[config.mk]
export PLATFORM = sky130hd
export DESIGN_NAME = pidsc_top
export DESIGN_NICKNAME = d
export VERILOG_FILES = /design/src/verilog/pidsc_pkg.sv /design/src/verilog/pidsc_scale.sv /design/src/verilog/pidsc_loop.sv /design/src/verilog/pidsc_top.sv
export VERILOG_INCLUDE_DIRS = /design/src /design/src/verilog
export SDC_FILE = /design/constraint.sdc
export NUM_CORES = 2
export LEC_CHECK = 0
export BUFFER_PORTS_ARGS = -buffer_cell sky130_fd_sc_hd__buf_2
export CORE_UTILIZATION = 25
export CTS_CLUSTER_DIAMETER = 150
export DETAILED_ROUTE_END_ITERATION = 8
export PLACE_DENSITY = 0.46
export SLEW_MARGIN = 20
export SYNTH_ARGS = -nofsm -noshare
export SYNTH_HDL_FRONTEND = slang
export SYNTH_SLANG_ARGS = --single-unit
[constraint.sdc]
create_clock -name hclk -period 37.6 [get_ports hclk]
set_clock_uncertainty 0.15 [all_clocks]
set_input_delay 1.88 -clock hclk [delete_from_list [all_inputs] [get_ports hclk]]
set_output_delay 1.88 -clock hclk [all_outputs]
set_load 0.01 [all_outputs]
[src/verilog/pidsc_cfg.svh]
// offsets, codes, reset values and timing counts of the pid speed regulator
`ifndef PIDSC_CFG_SVH
`define PIDSC_CFG_SVH
`define PIDSC_ACT_OFS 8'h00
`define PIDSC_SETP_OFS 8'h04
`define PIDSC_UPL_OFS 8'h08
`define PIDSC_LOWL_OFS 8'h0C
`define PIDSC_SPRNG_OFS 8'h10
`define PIDSC_MVRNG_OFS 8'h14
`define PIDSC_GAIN_OFS 8'h18
`define PIDSC_BASE_OFS 8'h1C
`define PIDSC_STAT_OFS 8'h20
`define PIDSC_PV_OFS 8'h24
`define PIDSC_FREQ_OFS 8'h28
`define PIDSC_INF_OFS 8'h40
`define PIDSC_OUTF_OFS 8'h60
`define PIDSC_CODE_OFF 8'h00
`define PIDSC_CODE_REV 8'h14
`define PIDSC_CODE_FWD 8'h15
`define PIDSC_CODE_SEL 8'h0E
`define PIDSC_CODE_UP 8'h0F
`define PIDSC_CODE_LOW 8'h0E
`define PIDSC_CODE_NEG 8'h64
`define PIDSC_UNUSED 14'h270F
`define PIDSC_PCT_FULL 11'h3E8
`define PIDSC_K_10V 17'h03E84
`define PIDSC_K_5V 17'h07D08
`define PIDSC_K_MA 17'h04E25
`define PIDSC_MA4 12'h333
`define PIDSC_SPRNG_RST 8'h01
`define PIDSC_MVRNG_RST 2'h0
`define PIDSC_GAIN_RST 27'h3000110
`define PIDSC_BASE_RST 16'h0000
`define PIDSC_FMAX 16'h9C40
`define PIDSC_GAIN_SHIFT 4
`define PIDSC_CLK_HZ 25000000
`define PIDSC_SAMPLE_US 1000
`define PIDSC_SAMPLE_CYC (`PIDSC_SAMPLE_US * (`PIDSC_CLK_HZ / 1000000))
`endif

[src/verilog/pidsc_pkg.sv]
// types shared by the pid speed regulator modules
package pidsc_pkg;
    typedef enum logic [2:0] {
        PIDSC_PLAIN = 3'b001,
        PIDSC_REV = 3'b010,
        PIDSC_FWD = 3'b100
    } pidsc_mode_t;
    typedef enum logic [1:0] {
        PIDSC_RNG_10V = 2'h0,
        PIDSC_RNG_5V = 2'h1,
        PIDSC_RNG_MA = 2'h2
    } pidsc_rng_t;
    typedef logic [10:0] pidsc_pct_t;
endpackage

[src/verilog/pidsc_scale.sv]
// scales a 12-bit analog sample into 0.1 percent units, 0 to 1000
`timescale 1ns/10ps
`include "pidsc_cfg.svh"
module pidsc_scale import pidsc_pkg::*; (
    input wire logic hclk,
    input wire logic hresetn,
    input wire logic [11:0] adc,
    input wire pidsc_rng_t rng,
    output pidsc_pct_t pct
);
    logic [11:0] span;
    logic [16:0] gain;
    logic [28:0] prod;

    // reciprocal multiply avoids a divider; full code is 10 V or 20 mA
    always_comb begin
        case (rng)
            PIDSC_RNG_MA: begin
                span = (adc >= `PIDSC_MA4) ? adc - `PIDSC_MA4 : 12'h000;
                gain = `PIDSC_K_MA;
            end
            PIDSC_RNG_5V: begin
                span = adc;
                gain = `PIDSC_K_5V;
            end
            default: begin
                span = adc;
                gain = `PIDSC_K_10V;
            end
        endcase
        prod = 29'(span * gain);
    end

    // clamp at full scale, over-range inputs read 100 percent
    always_ff @(posedge hclk or negedge hresetn) begin
        if (!hresetn) begin
            pct <= 11'h000;
        end else if (prod[28:16] > 13'(`PIDSC_PCT_FULL)) begin
            pct <= `PIDSC_PCT_FULL;
        end else begin
            pct <= prod[26:16];
        end
    end
endmodule // pidsc_scale

[src/verilog/pidsc_loop.sv]
// pid arithmetic: deviation, three terms, corrected output frequency
`timescale 1ns/10ps
`include "pidsc_cfg.svh"
module pidsc_loop import pidsc_pkg::*; (
    input wire logic hclk,
    input wire logic hresetn,
    input wire logic tick,
    input wire pidsc_mode_t mode,
    input wire pidsc_pct_t sp,
    input wire pidsc_pct_t pv,
    input wire logic [7:0] kp,
    input wire logic [7:0] ki,
    input wire logic [7:0] kd,
    input wire logic [2:0] term_en,
    input wire logic [15:0] base_freq,
    output logic [15:0] freq,
    output logic signed [24:0] mv
);
    logic signed [12:0] err;
    logic signed [12:0] err_prev;
    logic signed [21:0] p_term;
    logic signed [21:0] i_step;
    logic signed [22:0] d_term;
    logic signed [23:0] integ;
    logic signed [24:0] next_integ;
    logic signed [24:0] next_mv;
    logic signed [25:0] fsum;

    // deviation is set point minus measured, sign flipped in forward action
    always_comb begin
        err = $signed({2'b00, sp}) - $signed({2'b00, pv});
        if (mode == PIDSC_FWD) begin
            err = -err;
        end
        p_term = $signed({1'b0, kp}) * err;
        i_step = $signed({1'b0, ki}) * err;
        d_term = $signed({1'b0, kd}) * (14'(err) - 14'(err_prev));
        next_integ = 25'(integ) + 25'(i_step);
        // disabled terms drop out of the sum
        next_mv = (term_en[0] ? 25'(p_term) : 25'sh0) + (term_en[1] ? 25'(integ) : 25'sh0)
            + (term_en[2] ? 25'(d_term) : 25'sh0);
        fsum = $signed({10'h000, base_freq}) + 26'(next_mv >>> `PIDSC_GAIN_SHIFT);
    end

    // integrator saturates instead of wrapping; cleared while idle
    always_ff @(posedge hclk or negedge hresetn) begin
        if (!hresetn) begin
            integ <= 24'sh0;
            err_prev <= 13'sh0;
        end else if (mode == PIDSC_PLAIN) begin
            integ <= 24'sh0;
            err_prev <= 13'sh0;
        end else if (tick) begin
            err_prev <= err;
            if (!term_en[1]) begin
                integ <= 24'sh0;
            end else if (next_integ > 25'sh7FFFFF) begin
                integ <= 24'sh7FFFFF;
            end else if (next_integ < -25'sh800000) begin
                integ <= -24'sh800000;
            end else begin
                integ <= next_integ[23:0];
            end
        end
    end

    // output frequency updated once per sample, clamped to range
    always_ff @(posedge hclk or negedge hresetn) begin
        if (!hresetn) begin
            freq <= 16'h0000;
            mv <= 25'sh0;
        end else if (tick) begin
            mv <= next_mv;
            if (fsum < 26'sh0) begin
                freq <= 16'h0000;
            end else if (fsum > 26'($unsigned(`PIDSC_FMAX))) begin
                freq <= `PIDSC_FMAX;
            end else begin
                freq <= fsum[15:0];
            end
        end
    end
endmodule // pidsc_loop

[src/verilog/pidsc_top.sv]
// pid process speed regulator with ahb-lite register access
//
// Design decisions made here: register access over AHB-Lite and the address map.
`timescale 1ns/10ps
`include "pidsc_cfg.svh"
// Function
// - The loop runs only when the action selection holds 20 or 21.
// - Action selection 0 or an inactive select input gives plain frequency with no correction.
// - Code 14 in an input terminal function maps that terminal to the select input, which must be on.
// - With no terminal mapped to the select input, the action selection alone enables regulation.
// - Reverse action takes set point minus measured and raises frequency for positive deviation.
// - Forward action raises frequency for negative deviation and lowers it for positive.
// - The manipulated variable is the sum of the enabled proportional, integral and derivative terms.
// - Set point value 9999 takes the set point terminal, 0 to 100 percent uses the stored value.
// - Set point terminal is 0 to 5V for range 1 or 11, 0 to 10V for 0 or 10, full input 100 percent.
// - Measured terminal range 0 is 4 to 20mA, 1 is 0 to 5V, 2 is 0 to 10V, scaled to 0 to 100 percent.
// - While regulating with upper limit not 9999, codes 15 or 115 show measured value above the limit.
// - While regulating with lower limit not 9999, codes 14 or 114 show the measured value below the limit.
// - An output function code of 100 or more drives its flag inverted, below 100 true.
module pidsc_top import pidsc_pkg::*; #(
    parameter int N_IN = 5,
    parameter int N_OUT = 3,
    parameter int SAMPLE_CYC = `PIDSC_SAMPLE_CYC
) (
    input wire logic hclk,
    input wire logic hresetn,
    input wire logic hsel,
    input wire logic [31:0] haddr,
    input wire logic [1:0] htrans,
    input wire logic hwrite,
    input wire logic [2:0] hsize,
    input wire logic [31:0] hwdata,
    input wire logic hready,
    output logic hreadyout,
    output logic hresp,
    output logic [31:0] hrdata,
    input wire logic [N_IN-1:0] in_term,
    input wire logic [11:0] setpoint_adc,
    input wire logic [11:0] measured_adc,
    output logic [N_OUT-1:0] out_term,
    output logic [15:0] freq_out,
    output logic upper_limit_flag,
    output logic lower_limit_flag,
    output logic pid_active
);
    logic [N_IN-1:0] term_s1;
    logic [N_IN-1:0] term_s2;
    logic [11:0] sp_s1;
    logic [11:0] sp_s2;
    logic [11:0] pv_s1;
    logic [11:0] pv_s2;
    logic wr_pend;
    logic rd_wait;
    logic [7:0] bus_addr;
    logic take;
    logic [31:0] next_rdata;
    logic [7:0] pid_action_selection;
    logic [13:0] setpoint_value_param;
    logic [13:0] upper_limit_param;
    logic [13:0] lower_limit_param;
    logic [7:0] setpoint_terminal_range;
    logic [1:0] measured_terminal_range;
    logic [26:0] gain_reg;
    logic [15:0] base_freq;
    logic [7:0] input_terminal_function_params [N_IN];
    logic [7:0] output_terminal_function_params [N_OUT];
    logic [N_IN-1:0] sel_map;
    logic sel_assigned;
    logic pid_select_input;
    logic code_ok;
    logic active;
    pidsc_mode_t mode;
    pidsc_rng_t sp_rng;
    pidsc_rng_t pv_rng;
    pidsc_pct_t sp_term;
    pidsc_pct_t pv_pct;
    pidsc_pct_t sp_eff;
    logic [15:0] loop_freq;
    logic signed [24:0] loop_mv;
    logic [$clog2(SAMPLE_CYC)-1:0] div_cnt;
    logic tick;

    // pins and converter words come from outside the clock domain
    always_ff @(posedge hclk or negedge hresetn) begin
        if (!hresetn) begin
            term_s1 <= '0;
            term_s2 <= '0;
            sp_s1 <= 12'h000;
            sp_s2 <= 12'h000;
            pv_s1 <= 12'h000;
            pv_s2 <= 12'h000;
        end else begin
            term_s1 <= in_term;
            term_s2 <= term_s1;
            sp_s1 <= setpoint_adc;
            sp_s2 <= sp_s1;
            pv_s1 <= measured_adc;
            pv_s2 <= pv_s1;
        end
    end

    // bus address phase; reads take one wait state so data is registered
    assign take = hsel && htrans[1] && hready;
    always_ff @(posedge hclk or negedge hresetn) begin
        if (!hresetn) begin
            wr_pend <= 1'b0;
            rd_wait <= 1'b0;
            bus_addr <= 8'h00;
        end else if (take) begin
            wr_pend <= hwrite && (hsize == 3'b010);
            rd_wait <= !hwrite;
            bus_addr <= {haddr[7:2], 2'b00};
        end else begin
            wr_pend <= 1'b0;
            rd_wait <= 1'b0;
        end
    end
    assign hreadyout = !rd_wait;
    assign hresp = 1'b0;

    // loop control registers, written in the data phase
    always_ff @(posedge hclk or negedge hresetn) begin
        if (!hresetn) begin
            pid_action_selection <= `PIDSC_CODE_OFF;
            setpoint_value_param <= `PIDSC_UNUSED;
            upper_limit_param <= `PIDSC_UNUSED;
            lower_limit_param <= `PIDSC_UNUSED;
            setpoint_terminal_range <= `PIDSC_SPRNG_RST;
            measured_terminal_range <= `PIDSC_MVRNG_RST;
            gain_reg <= `PIDSC_GAIN_RST;
            base_freq <= `PIDSC_BASE_RST;
        end else if (wr_pend) begin
            case (bus_addr)
                `PIDSC_ACT_OFS: pid_action_selection <= hwdata[7:0];
                `PIDSC_SETP_OFS: setpoint_value_param <= hwdata[13:0];
                `PIDSC_UPL_OFS: upper_limit_param <= hwdata[13:0];
                `PIDSC_LOWL_OFS: lower_limit_param <= hwdata[13:0];
                `PIDSC_SPRNG_OFS: setpoint_terminal_range <= hwdata[7:0];
                `PIDSC_MVRNG_OFS: measured_terminal_range <= hwdata[1:0];
                `PIDSC_GAIN_OFS: gain_reg <= hwdata[26:0];
                `PIDSC_BASE_OFS: base_freq <= hwdata[15:0];
                default: ;
            endcase
        end
    end

    // terminal function registers, one word each
    genvar gi;
    generate
        for (gi = 0; gi < N_IN; gi++) begin : g_in
            always_ff @(posedge hclk or negedge hresetn) begin
                if (!hresetn) begin
                    input_terminal_function_params[gi] <= 8'h00;
                end else if (wr_pend && bus_addr == 8'(`PIDSC_INF_OFS + 4 * gi)) begin
                    input_terminal_function_params[gi] <= hwdata[7:0];
                end
            end
            assign sel_map[gi] = input_terminal_function_params[gi] == `PIDSC_CODE_SEL;
        end
        for (gi = 0; gi < N_OUT; gi++) begin : g_out
            logic [7:0] fn;
            logic neg;
            logic flag;
            always_ff @(posedge hclk or negedge hresetn) begin
                if (!hresetn) begin
                    output_terminal_function_params[gi] <= 8'h00;
                end else if (wr_pend && bus_addr == 8'(`PIDSC_OUTF_OFS + 4 * gi)) begin
                    output_terminal_function_params[gi] <= hwdata[7:0];
                end
            end
            // the hundreds offset only selects the polarity
            always_comb begin
                neg = output_terminal_function_params[gi] >= `PIDSC_CODE_NEG;
                fn = neg ? output_terminal_function_params[gi] - `PIDSC_CODE_NEG
                    : output_terminal_function_params[gi];
                if (fn == `PIDSC_CODE_UP) begin
                    flag = upper_limit_flag;
                end else if (fn == `PIDSC_CODE_LOW) begin
                    flag = lower_limit_flag;
                end else begin
                    flag = 1'b0;
                end
            end
            always_ff @(posedge hclk or negedge hresetn) begin
                if (!hresetn) begin
                    out_term[gi] <= 1'b0;
                end else begin
                    out_term[gi] <= neg ? !flag : flag;
                end
            end
        end
    endgenerate

    // enable decode: select input only matters once some terminal carries it
    always_comb begin
        sel_assigned = |sel_map;
        pid_select_input = |(sel_map & term_s2);
        code_ok = pid_action_selection == `PIDSC_CODE_REV
            || pid_action_selection == `PIDSC_CODE_FWD;
        active = code_ok && (!sel_assigned || pid_select_input);
    end

    // operating mode; plain mode bypasses the correction entirely
    always_ff @(posedge hclk or negedge hresetn) begin
        if (!hresetn) begin
            mode <= PIDSC_PLAIN;
        end else begin
            case (mode)
                PIDSC_PLAIN, PIDSC_REV, PIDSC_FWD: begin
                    if (!active) begin
                        mode <= PIDSC_PLAIN;
                    end else if (pid_action_selection == `PIDSC_CODE_FWD) begin
                        mode <= PIDSC_FWD;
                    end else begin
                        mode <= PIDSC_REV;
                    end
                end
                default: mode <= PIDSC_PLAIN;
            endcase
        end
    end
    assign pid_active = mode != PIDSC_PLAIN;

    // input range decode
    always_comb begin
        if (setpoint_terminal_range == 8'h01 || setpoint_terminal_range == 8'h0B) begin
            sp_rng = PIDSC_RNG_5V;
        end else begin
            sp_rng = PIDSC_RNG_10V;
        end
        case (measured_terminal_range)
            2'h1: pv_rng = PIDSC_RNG_5V;
            2'h2: pv_rng = PIDSC_RNG_10V;
            default: pv_rng = PIDSC_RNG_MA;
        endcase
    end

    pidsc_scale u_sp_scale (
        .hclk(hclk),
        .hresetn(hresetn),
        .adc(sp_s2),
        .rng(sp_rng),
        .pct(sp_term)
    );

    pidsc_scale u_pv_scale (
        .hclk(hclk),
        .hresetn(hresetn),
        .adc(pv_s2),
        .rng(pv_rng),
        .pct(pv_pct)
    );

    // stored set point values above full scale are clamped
    always_comb begin
        if (setpoint_value_param == `PIDSC_UNUSED) begin
            sp_eff = sp_term;
        end else if (setpoint_value_param > 14'(`PIDSC_PCT_FULL)) begin
            sp_eff = `PIDSC_PCT_FULL;
        end else begin
            sp_eff = setpoint_value_param[10:0];
        end
    end

    // sample rate divider; one pulse per sample period
    always_ff @(posedge hclk or negedge hresetn) begin
        if (!hresetn) begin
            div_cnt <= '0;
            tick <= 1'b0;
        end else if (div_cnt == $bits(div_cnt)'(SAMPLE_CYC - 1)) begin
            div_cnt <= '0;
            tick <= 1'b1;
        end else begin
            div_cnt <= div_cnt + 1'b1;
            tick <= 1'b0;
        end
    end

    pidsc_loop u_loop (
        .hclk(hclk),
        .hresetn(hresetn),
        .tick(tick),
        .mode(mode),
        .sp(sp_eff),
        .pv(pv_pct),
        .kp(gain_reg[7:0]),
        .ki(gain_reg[15:8]),
        .kd(gain_reg[23:16]),
        .term_en(gain_reg[26:24]),
        .base_freq(base_freq),
        .freq(loop_freq),
        .mv(loop_mv)
    );

    // frequency output and limit flags
    always_ff @(posedge hclk or negedge hresetn) begin
        if (!hresetn) begin
            freq_out <= 16'h0000;
            upper_limit_flag <= 1'b0;
            lower_limit_flag <= 1'b0;
        end else begin
            freq_out <= pid_active ? loop_freq : base_freq;
            upper_limit_flag <= pid_active && upper_limit_param != `PIDSC_UNUSED
                && 14'(pv_pct) > upper_limit_param;
            lower_limit_flag <= pid_active && lower_limit_param != `PIDSC_UNUSED
                && 14'(pv_pct) < lower_limit_param;
        end
    end

    // read mux; unmapped words read zero
    always_comb begin
        next_rdata = 32'h0000_0000;
        case (bus_addr)
            `PIDSC_ACT_OFS: next_rdata[7:0] = pid_action_selection;
            `PIDSC_SETP_OFS: next_rdata[13:0] = setpoint_value_param;
            `PIDSC_UPL_OFS: next_rdata[13:0] = upper_limit_param;
            `PIDSC_LOWL_OFS: next_rdata[13:0] = lower_limit_param;
            `PIDSC_SPRNG_OFS: next_rdata[7:0] = setpoint_terminal_range;
            `PIDSC_MVRNG_OFS: next_rdata[1:0] = measured_terminal_range;
            `PIDSC_GAIN_OFS: next_rdata[26:0] = gain_reg;
            `PIDSC_BASE_OFS: next_rdata[15:0] = base_freq;
            `PIDSC_STAT_OFS: next_rdata[5:0] = {pid_select_input, sel_assigned,
                lower_limit_flag, upper_limit_flag, mode == PIDSC_FWD, pid_active};
            `PIDSC_PV_OFS: next_rdata = {5'h00, sp_eff, 5'h00, pv_pct};
            `PIDSC_FREQ_OFS: next_rdata = {loop_mv[15:0], freq_out};
            default: begin
                for (int i = 0; i < N_IN; i++) begin
                    if (bus_addr == 8'(`PIDSC_INF_OFS + 4 * i)) begin
                        next_rdata[7:0] = input_terminal_function_params[i];
                    end
                end
                for (int i = 0; i < N_OUT; i++) begin
                    if (bus_addr == 8'(`PIDSC_OUTF_OFS + 4 * i)) begin
                        next_rdata[7:0] = output_terminal_function_params[i];
                    end
                end
            end
        endcase
    end

    // read data captured in the wait state, held until the next read
    always_ff @(posedge hclk or negedge hresetn) begin
        if (!hresetn) begin
            hrdata <= 32'h0000_0000;
        end else if (rd_wait) begin
            hrdata <= next_rdata;
        end
    end
endmodule // pidsc_top

Word-level counts from Yosys, hierarchy flattened
Index checks and enable logic that the tools add are counted.

operators by class
  reductions and logical operators = 39
  add/subtract/negate cells = 13
  equal/unequal tests = 48
  multipliers = 5
  bitwise operators = 1
  mux-type cells = 60
  $lt $le $gt $ge = 14

operators with widths
  operator              number
  $mux 24               5
  $eq 8x4->1 const B    12
  $mux 8                11
  $mux 25               3
  $pmux 15 s2           2
  $mul 12x15->27        2
  $add 25x25->25        2
  $eq 6x5->1 const B    8
  $mux 12               4
  $mux 16               3
  $mul 9x13->22         2
  $mux 11               4
  $pmux 4 s11           1
  $pmux 6 s7            1
  $mux 13               3
  $pmux 11 s3           1
  $ne 14x14->1 const B  2
  $gt 13x10->1 const B  2
  $gt 26x16->1 const B  1
  $lt 26x1->1 const B   1
  $add 24x22->25        1
  $gt 25x24->1 const B  1
  $lt 25x24->1 const B  1
  $eq 6x3->1 const B    4
  other kinds (46)      103

word-level totals
  output and inout bits = 56
  word-level logic and storage cells = 221
  bits in registers = 396

Depth between registers and ports, before layout
  depth in word-level cells = 14
  mapped depth = 61
  gate-level depth less buffers = 59

Cells and area by module
Synthesis repeated with hierarchy kept, for this count alone.

unflattened totals
  cell total of the unflattened synthesis = 4706
  area, all modules = 45692.6 um2

by module, submodules not included
  module                    area an instance (um2)  instances  seq. area each (um2)  cells an instance
  pidsc_loop                20219.4                 1          1951.9                2325
  pidsc_top                 13973.4                 1          7669.9                1085
  pidsc_scale (u_pv_scale)  5765.5                  1          275.3                 653
  pidsc_scale (u_sp_scale)  5734.2                  1          275.3                 643

Worst setup path after synthesis
No wires, ideal clock.

  path kind = reg2reg
  from = register setpoint_value_param[2]
  to = register u_loop.freq[7]
  stages on the path, launching flop included = 58
  data arrival time = 12930 ps
  library setup time = 67 ps
  slack = 24453 ps
  buffers on the path = 2
  period minus slack after synthesis = 13147 ps
  path through = dfstp_2 nor4bb_1 nand2_1 nor4_1 a22oi_1 ha_1 fa_1 nor2b_1 o21ai_0 a21boi_0 nor2_1 nor3_1 o221ai_1 nor3_1 nor2_1 xnor2_1 clkbuf_1 ha_1 [22 not listed] a2111oi_0 a21boi_1 or2_2 nor2_1 o21ai_0 nor2b_1 xnor2_1 ha_1 and3_1 a22oi_1 nand3b_2 or4b_1 mux2i_1 nor3b_2 o2bb2ai_2 and2_4 buf_6 a32o_2

between the ends
  longest elaborated chain between the ends = 14
  elaborated cells between the ends (all ways) = 19

RTL lines
  item                                             RTL line                            text
  start: declaration                               pidsc_top.sv:58                     logic [13:0] setpoint_value_param;
  start signal: assignment                         pidsc_top.sv:125                    setpoint_value_param <= `PIDSC_UNUSED;
  start signal: assignment                         pidsc_top.sv:135                    `PIDSC_SETP_OFS: setpoint_value_param <= hwdata[13:0];
  $gt 14x10->1                                     pidsc_top.sv:258                    end else if (setpoint_value_param > 14'(`PIDSC_PCT_FULL)) begin
  $mux 11                                          pidsc_top.sv:258
  $mux 11 *                                        pidsc_top.sv:256                    if (setpoint_value_param == `PIDSC_UNUSED) begin
  $sub 11x11->12 *                                 pidsc_loop.sv:31                    err = $signed({2'b00, sp}) - $signed({2'b00, pv});
  $neg 13->13                                      pidsc_loop.sv:33                    err = -err;
  $mux 13 *                                        pidsc_loop.sv:32                    if (mode == PIDSC_FWD) begin
  $sub 13x13->14 or $mul 9x13->22 (tied branches)  pidsc_loop.sv:37, pidsc_loop.sv:35
  $mul 9x23->23 or $mux 25 (tied branches)         pidsc_loop.sv:37, pidsc_loop.sv:40
  $mux 25 or $add 25x25->25 (tied branches)        pidsc_loop.sv:41, pidsc_loop.sv:40
  $add 25x25->25 *                                 pidsc_loop.sv:41                    + (term_en[2] ? 25'(d_term) : 25'sh0);
  $add 17x21->22 *                                 pidsc_loop.sv:42                    fsum = $signed({10'h000, base_freq}) + 26'(next_mv >>> `PIDSC_GAIN_SHIFT);
  $gt 26x16->1                                     pidsc_loop.sv:76                    end else if (fsum > 26'($unsigned(`PIDSC_FMAX))) begin
  $mux 16                                          pidsc_loop.sv:76
  $mux 16 *                                        pidsc_loop.sv:74                    if (fsum < 26'sh0) begin
  end signal: assignment                           pidsc_loop.sv:77                    freq <= `PIDSC_FMAX;
  end signal: assignment                           pidsc_loop.sv:79                    freq <= fsum[15:0];
  end: declaration                                 pidsc_loop.sv:16                    output logic [15:0] freq,

Mark *: on every way between the ends. The rest lies on a longest branch, timed or not.
A chain may end at the register's enable or synchronous reset.

Worst setup path after layout
  from = register setpoint_value_param[13]
  to = register u_loop.freq[1]

Same word-level chain as after synthesis.

==> flow_summary.toml <==
[yosys]
synth.distinct_cells = 92
yosys_warnings = 0
async_flop_share_pct = 100
syn_area_per_cell_um2 = 9.76
synth_edf_count = 0
syn-cell-area_mm2 = 0.0411
synth_ff_type = "dfrtp_1"
synthCells = 4215
ys_seq_area_share_pct = 24.2
ys_ff_latch = 396

[final_layout]
layoutNonFillerInstCount = 6540
multi_input_area_mm2 = 0.0281
largest_reg_flops = 40
final_cell_mix = "inv_1, fa_1, ha_1"
layout-drive-gt1-share_pct = 12.3
regArea_mm2 = 0.00995
final_nets = 5288
area_delta_synth_final_pct = 12.3
fillers = 17309
final_common_cell = "inv_1"

[sta]
finalSetupViolCount = 0
tns_ps = 0
tightest_slew_ps = 1120
slew_headroom_pct = 25.3
clock.fmax_mhz = 64.6
grt_setup_unrepaired = "false"
final-hold-violation-count = 0
finalCriticalPeriod_ps = 15490
setup_slack_ps = 22110
period_share_pct = 41.2
finalMaxSlewViolations = 0

[worst_setup_path]
cp-end-kind = "flip-flop"
cp.arrival_ps = 15900
timing.rr.end = "u_loop.freq[1]"
cp_top_family = "adder cells"
reg2reg_slack_ps = 22110
critical_path_class = "flip-flop to flip-flop"
cp_slowest_stage_delay_ps = 680
timing.rr.start = "setpoint_value_param[13]"
crit_top_cell = "fa_1"
crit_path_max_fanout = 18
required_ps = 38010
crit_path_top_delay_cell = "nor4_1"
ff2ff_path_depth = 56
critPathBufInv = 5
start_kind = "flip-flop"

[floorplanning]
row_count = 148
dieHeight_um = 408
io_pins = 159
initial_core_util_pct = 25.2
die-area_mm2 = 0.166
die_width_um = 408
coreArea_mm2 = 0.163

[detailed_routing]
wl_per_cell_um = 18.8
first_iter_violations = 2131
vias = 29903
wl_um = 123000
drt_first_pass_iters = 8
ant_nets = 0
drc_errors = 0
viasPerCell = 4.57

[grt]
grt_pass1_vias = 31684
overflow = 0
grt_usage_pct = 14.9
grt_pass1_wl_um = 193000
grt_max_degree = 103
antenna_found_initial = 8

[placement]
preCtsSetupSlack_ps = 22080
dp_cells = 6448
hpwl_um = 96800
gp_congestion = 0.851
port_buffers = 125

[run_status]
status = "completed"

[clock_network]
clk_path_buf_depth = 3
clkTransAtPathRegs_ps = 70
cts_tree = "built"
cts_resized = 0
cts_sinks = 396
insertion_delay_ps = 650
htreeDepth = 2
cts_hold_buf = 0
root_buffer = "clkbuf_16"
post_cts_buffers = 0
cts_made_buffers = 50

[min_path]
holdCritPathClass = "flip-flop to flip-flop"
worstHoldPathCells = 0
holdPathEnd = "pv_s2[0]"
hp-start = "pv_s1[0]"

[job]
maxCapViolations = 0
==> how the worst max path moves through the flow <==
stage                     depth (start not counted)                startpoint  slack [ps]             end
after floorplan                                  57   setpoint_value_param[2]       24450  u_loop.freq[7]
after CTS                                        56  setpoint_value_param[13]       22010  u_loop.freq[1]
final                                            56  setpoint_value_param[13]       22110  u_loop.freq[1]
after global placement                           56  setpoint_value_param[13]       22240  u_loop.freq[2]
after global routing                             58   setpoint_value_param[2]       20810  u_loop.freq[3]
after detailed placement                         56  setpoint_value_param[13]       22080  u_loop.freq[2]
==> cells in the mapped netlist, drive strengths merged (72+ instances only) <==
| cell | n | share of area, % |
|---|---|---|
| xor2 | 72 | 1.5 |
| dfrtp | 366 | 22 |
| and2 | 211 | 3.2 |
| clkbuf | 114 | 1.0 |
| inv | 704 | 6.4 |
| o21ai | 96 | 1.2 |
| nor2 | 186 | 1.7 |
| ha | 401 | 12 |
| xnor2 | 94 | 2.0 |
| fa | 459 | 22 |
| mux2 | 189 | 5.2 |
| nand2 | 399 | 3.6 |
| a21oi | 116 | 1.4 |
==> layout make-up <==
cell class              instances  area share [%]
repair buffers                176            2.21
multi-input cells            2995            60.9
diodes                          2          0.0108
well taps                    2175            5.90
inverters                     706            5.74
clock buffers                  67            3.07
clock inverters                23           0.656
flip-flops and latches        396            21.6
==> per-layer routing <==
| layer | part of all wire, % | vias up | track usage, % |
|---|---|---|---|
| met5 | 0.0081 | - | 0 |
| li1 | - | 14086 | - |
| met3 | 4.6 | 122 | 2.11 |
| met2 | 45 | 571 | 23.9 |
| met4 | 1.9 | 2 | 3.17 |
| met1 | 48 | 15122 | 21.2 |
==> cell families after synthesis <==
| family | share of synthesized area, % |
|---|---|
| AND/OR/NAND/NOR | 14.2 |
| adder cells (fa/ha/maj) | 34.5 |
| buffers and inverters | 7.69 |
| AO/OA/AOI/OAI | 9.93 |
| flip-flops | 24.2 |
| multiplexers | 5.91 |
| XOR/XNOR | 3.54 |
| other | 0.0183 |
==> stage by stage <==
stage | util [%] | instance area [um^2] | hold slack, ps
3_3_place_gp | 27.3 | 44400 | 185
2_1_floorplan | - | 41200 | 181
3_5_place_dp | 27.3 | 44400 | 185
6_report | 28.3 | 46200 | 188
4_1_cts | 28.3 | 46100 | 188
5_1_grt | 28.3 | 46200 | 204
Power is left out: the tool's default activity adds up to more than one toggle a clock period on the data nets, which glitch-free logic cannot reach.
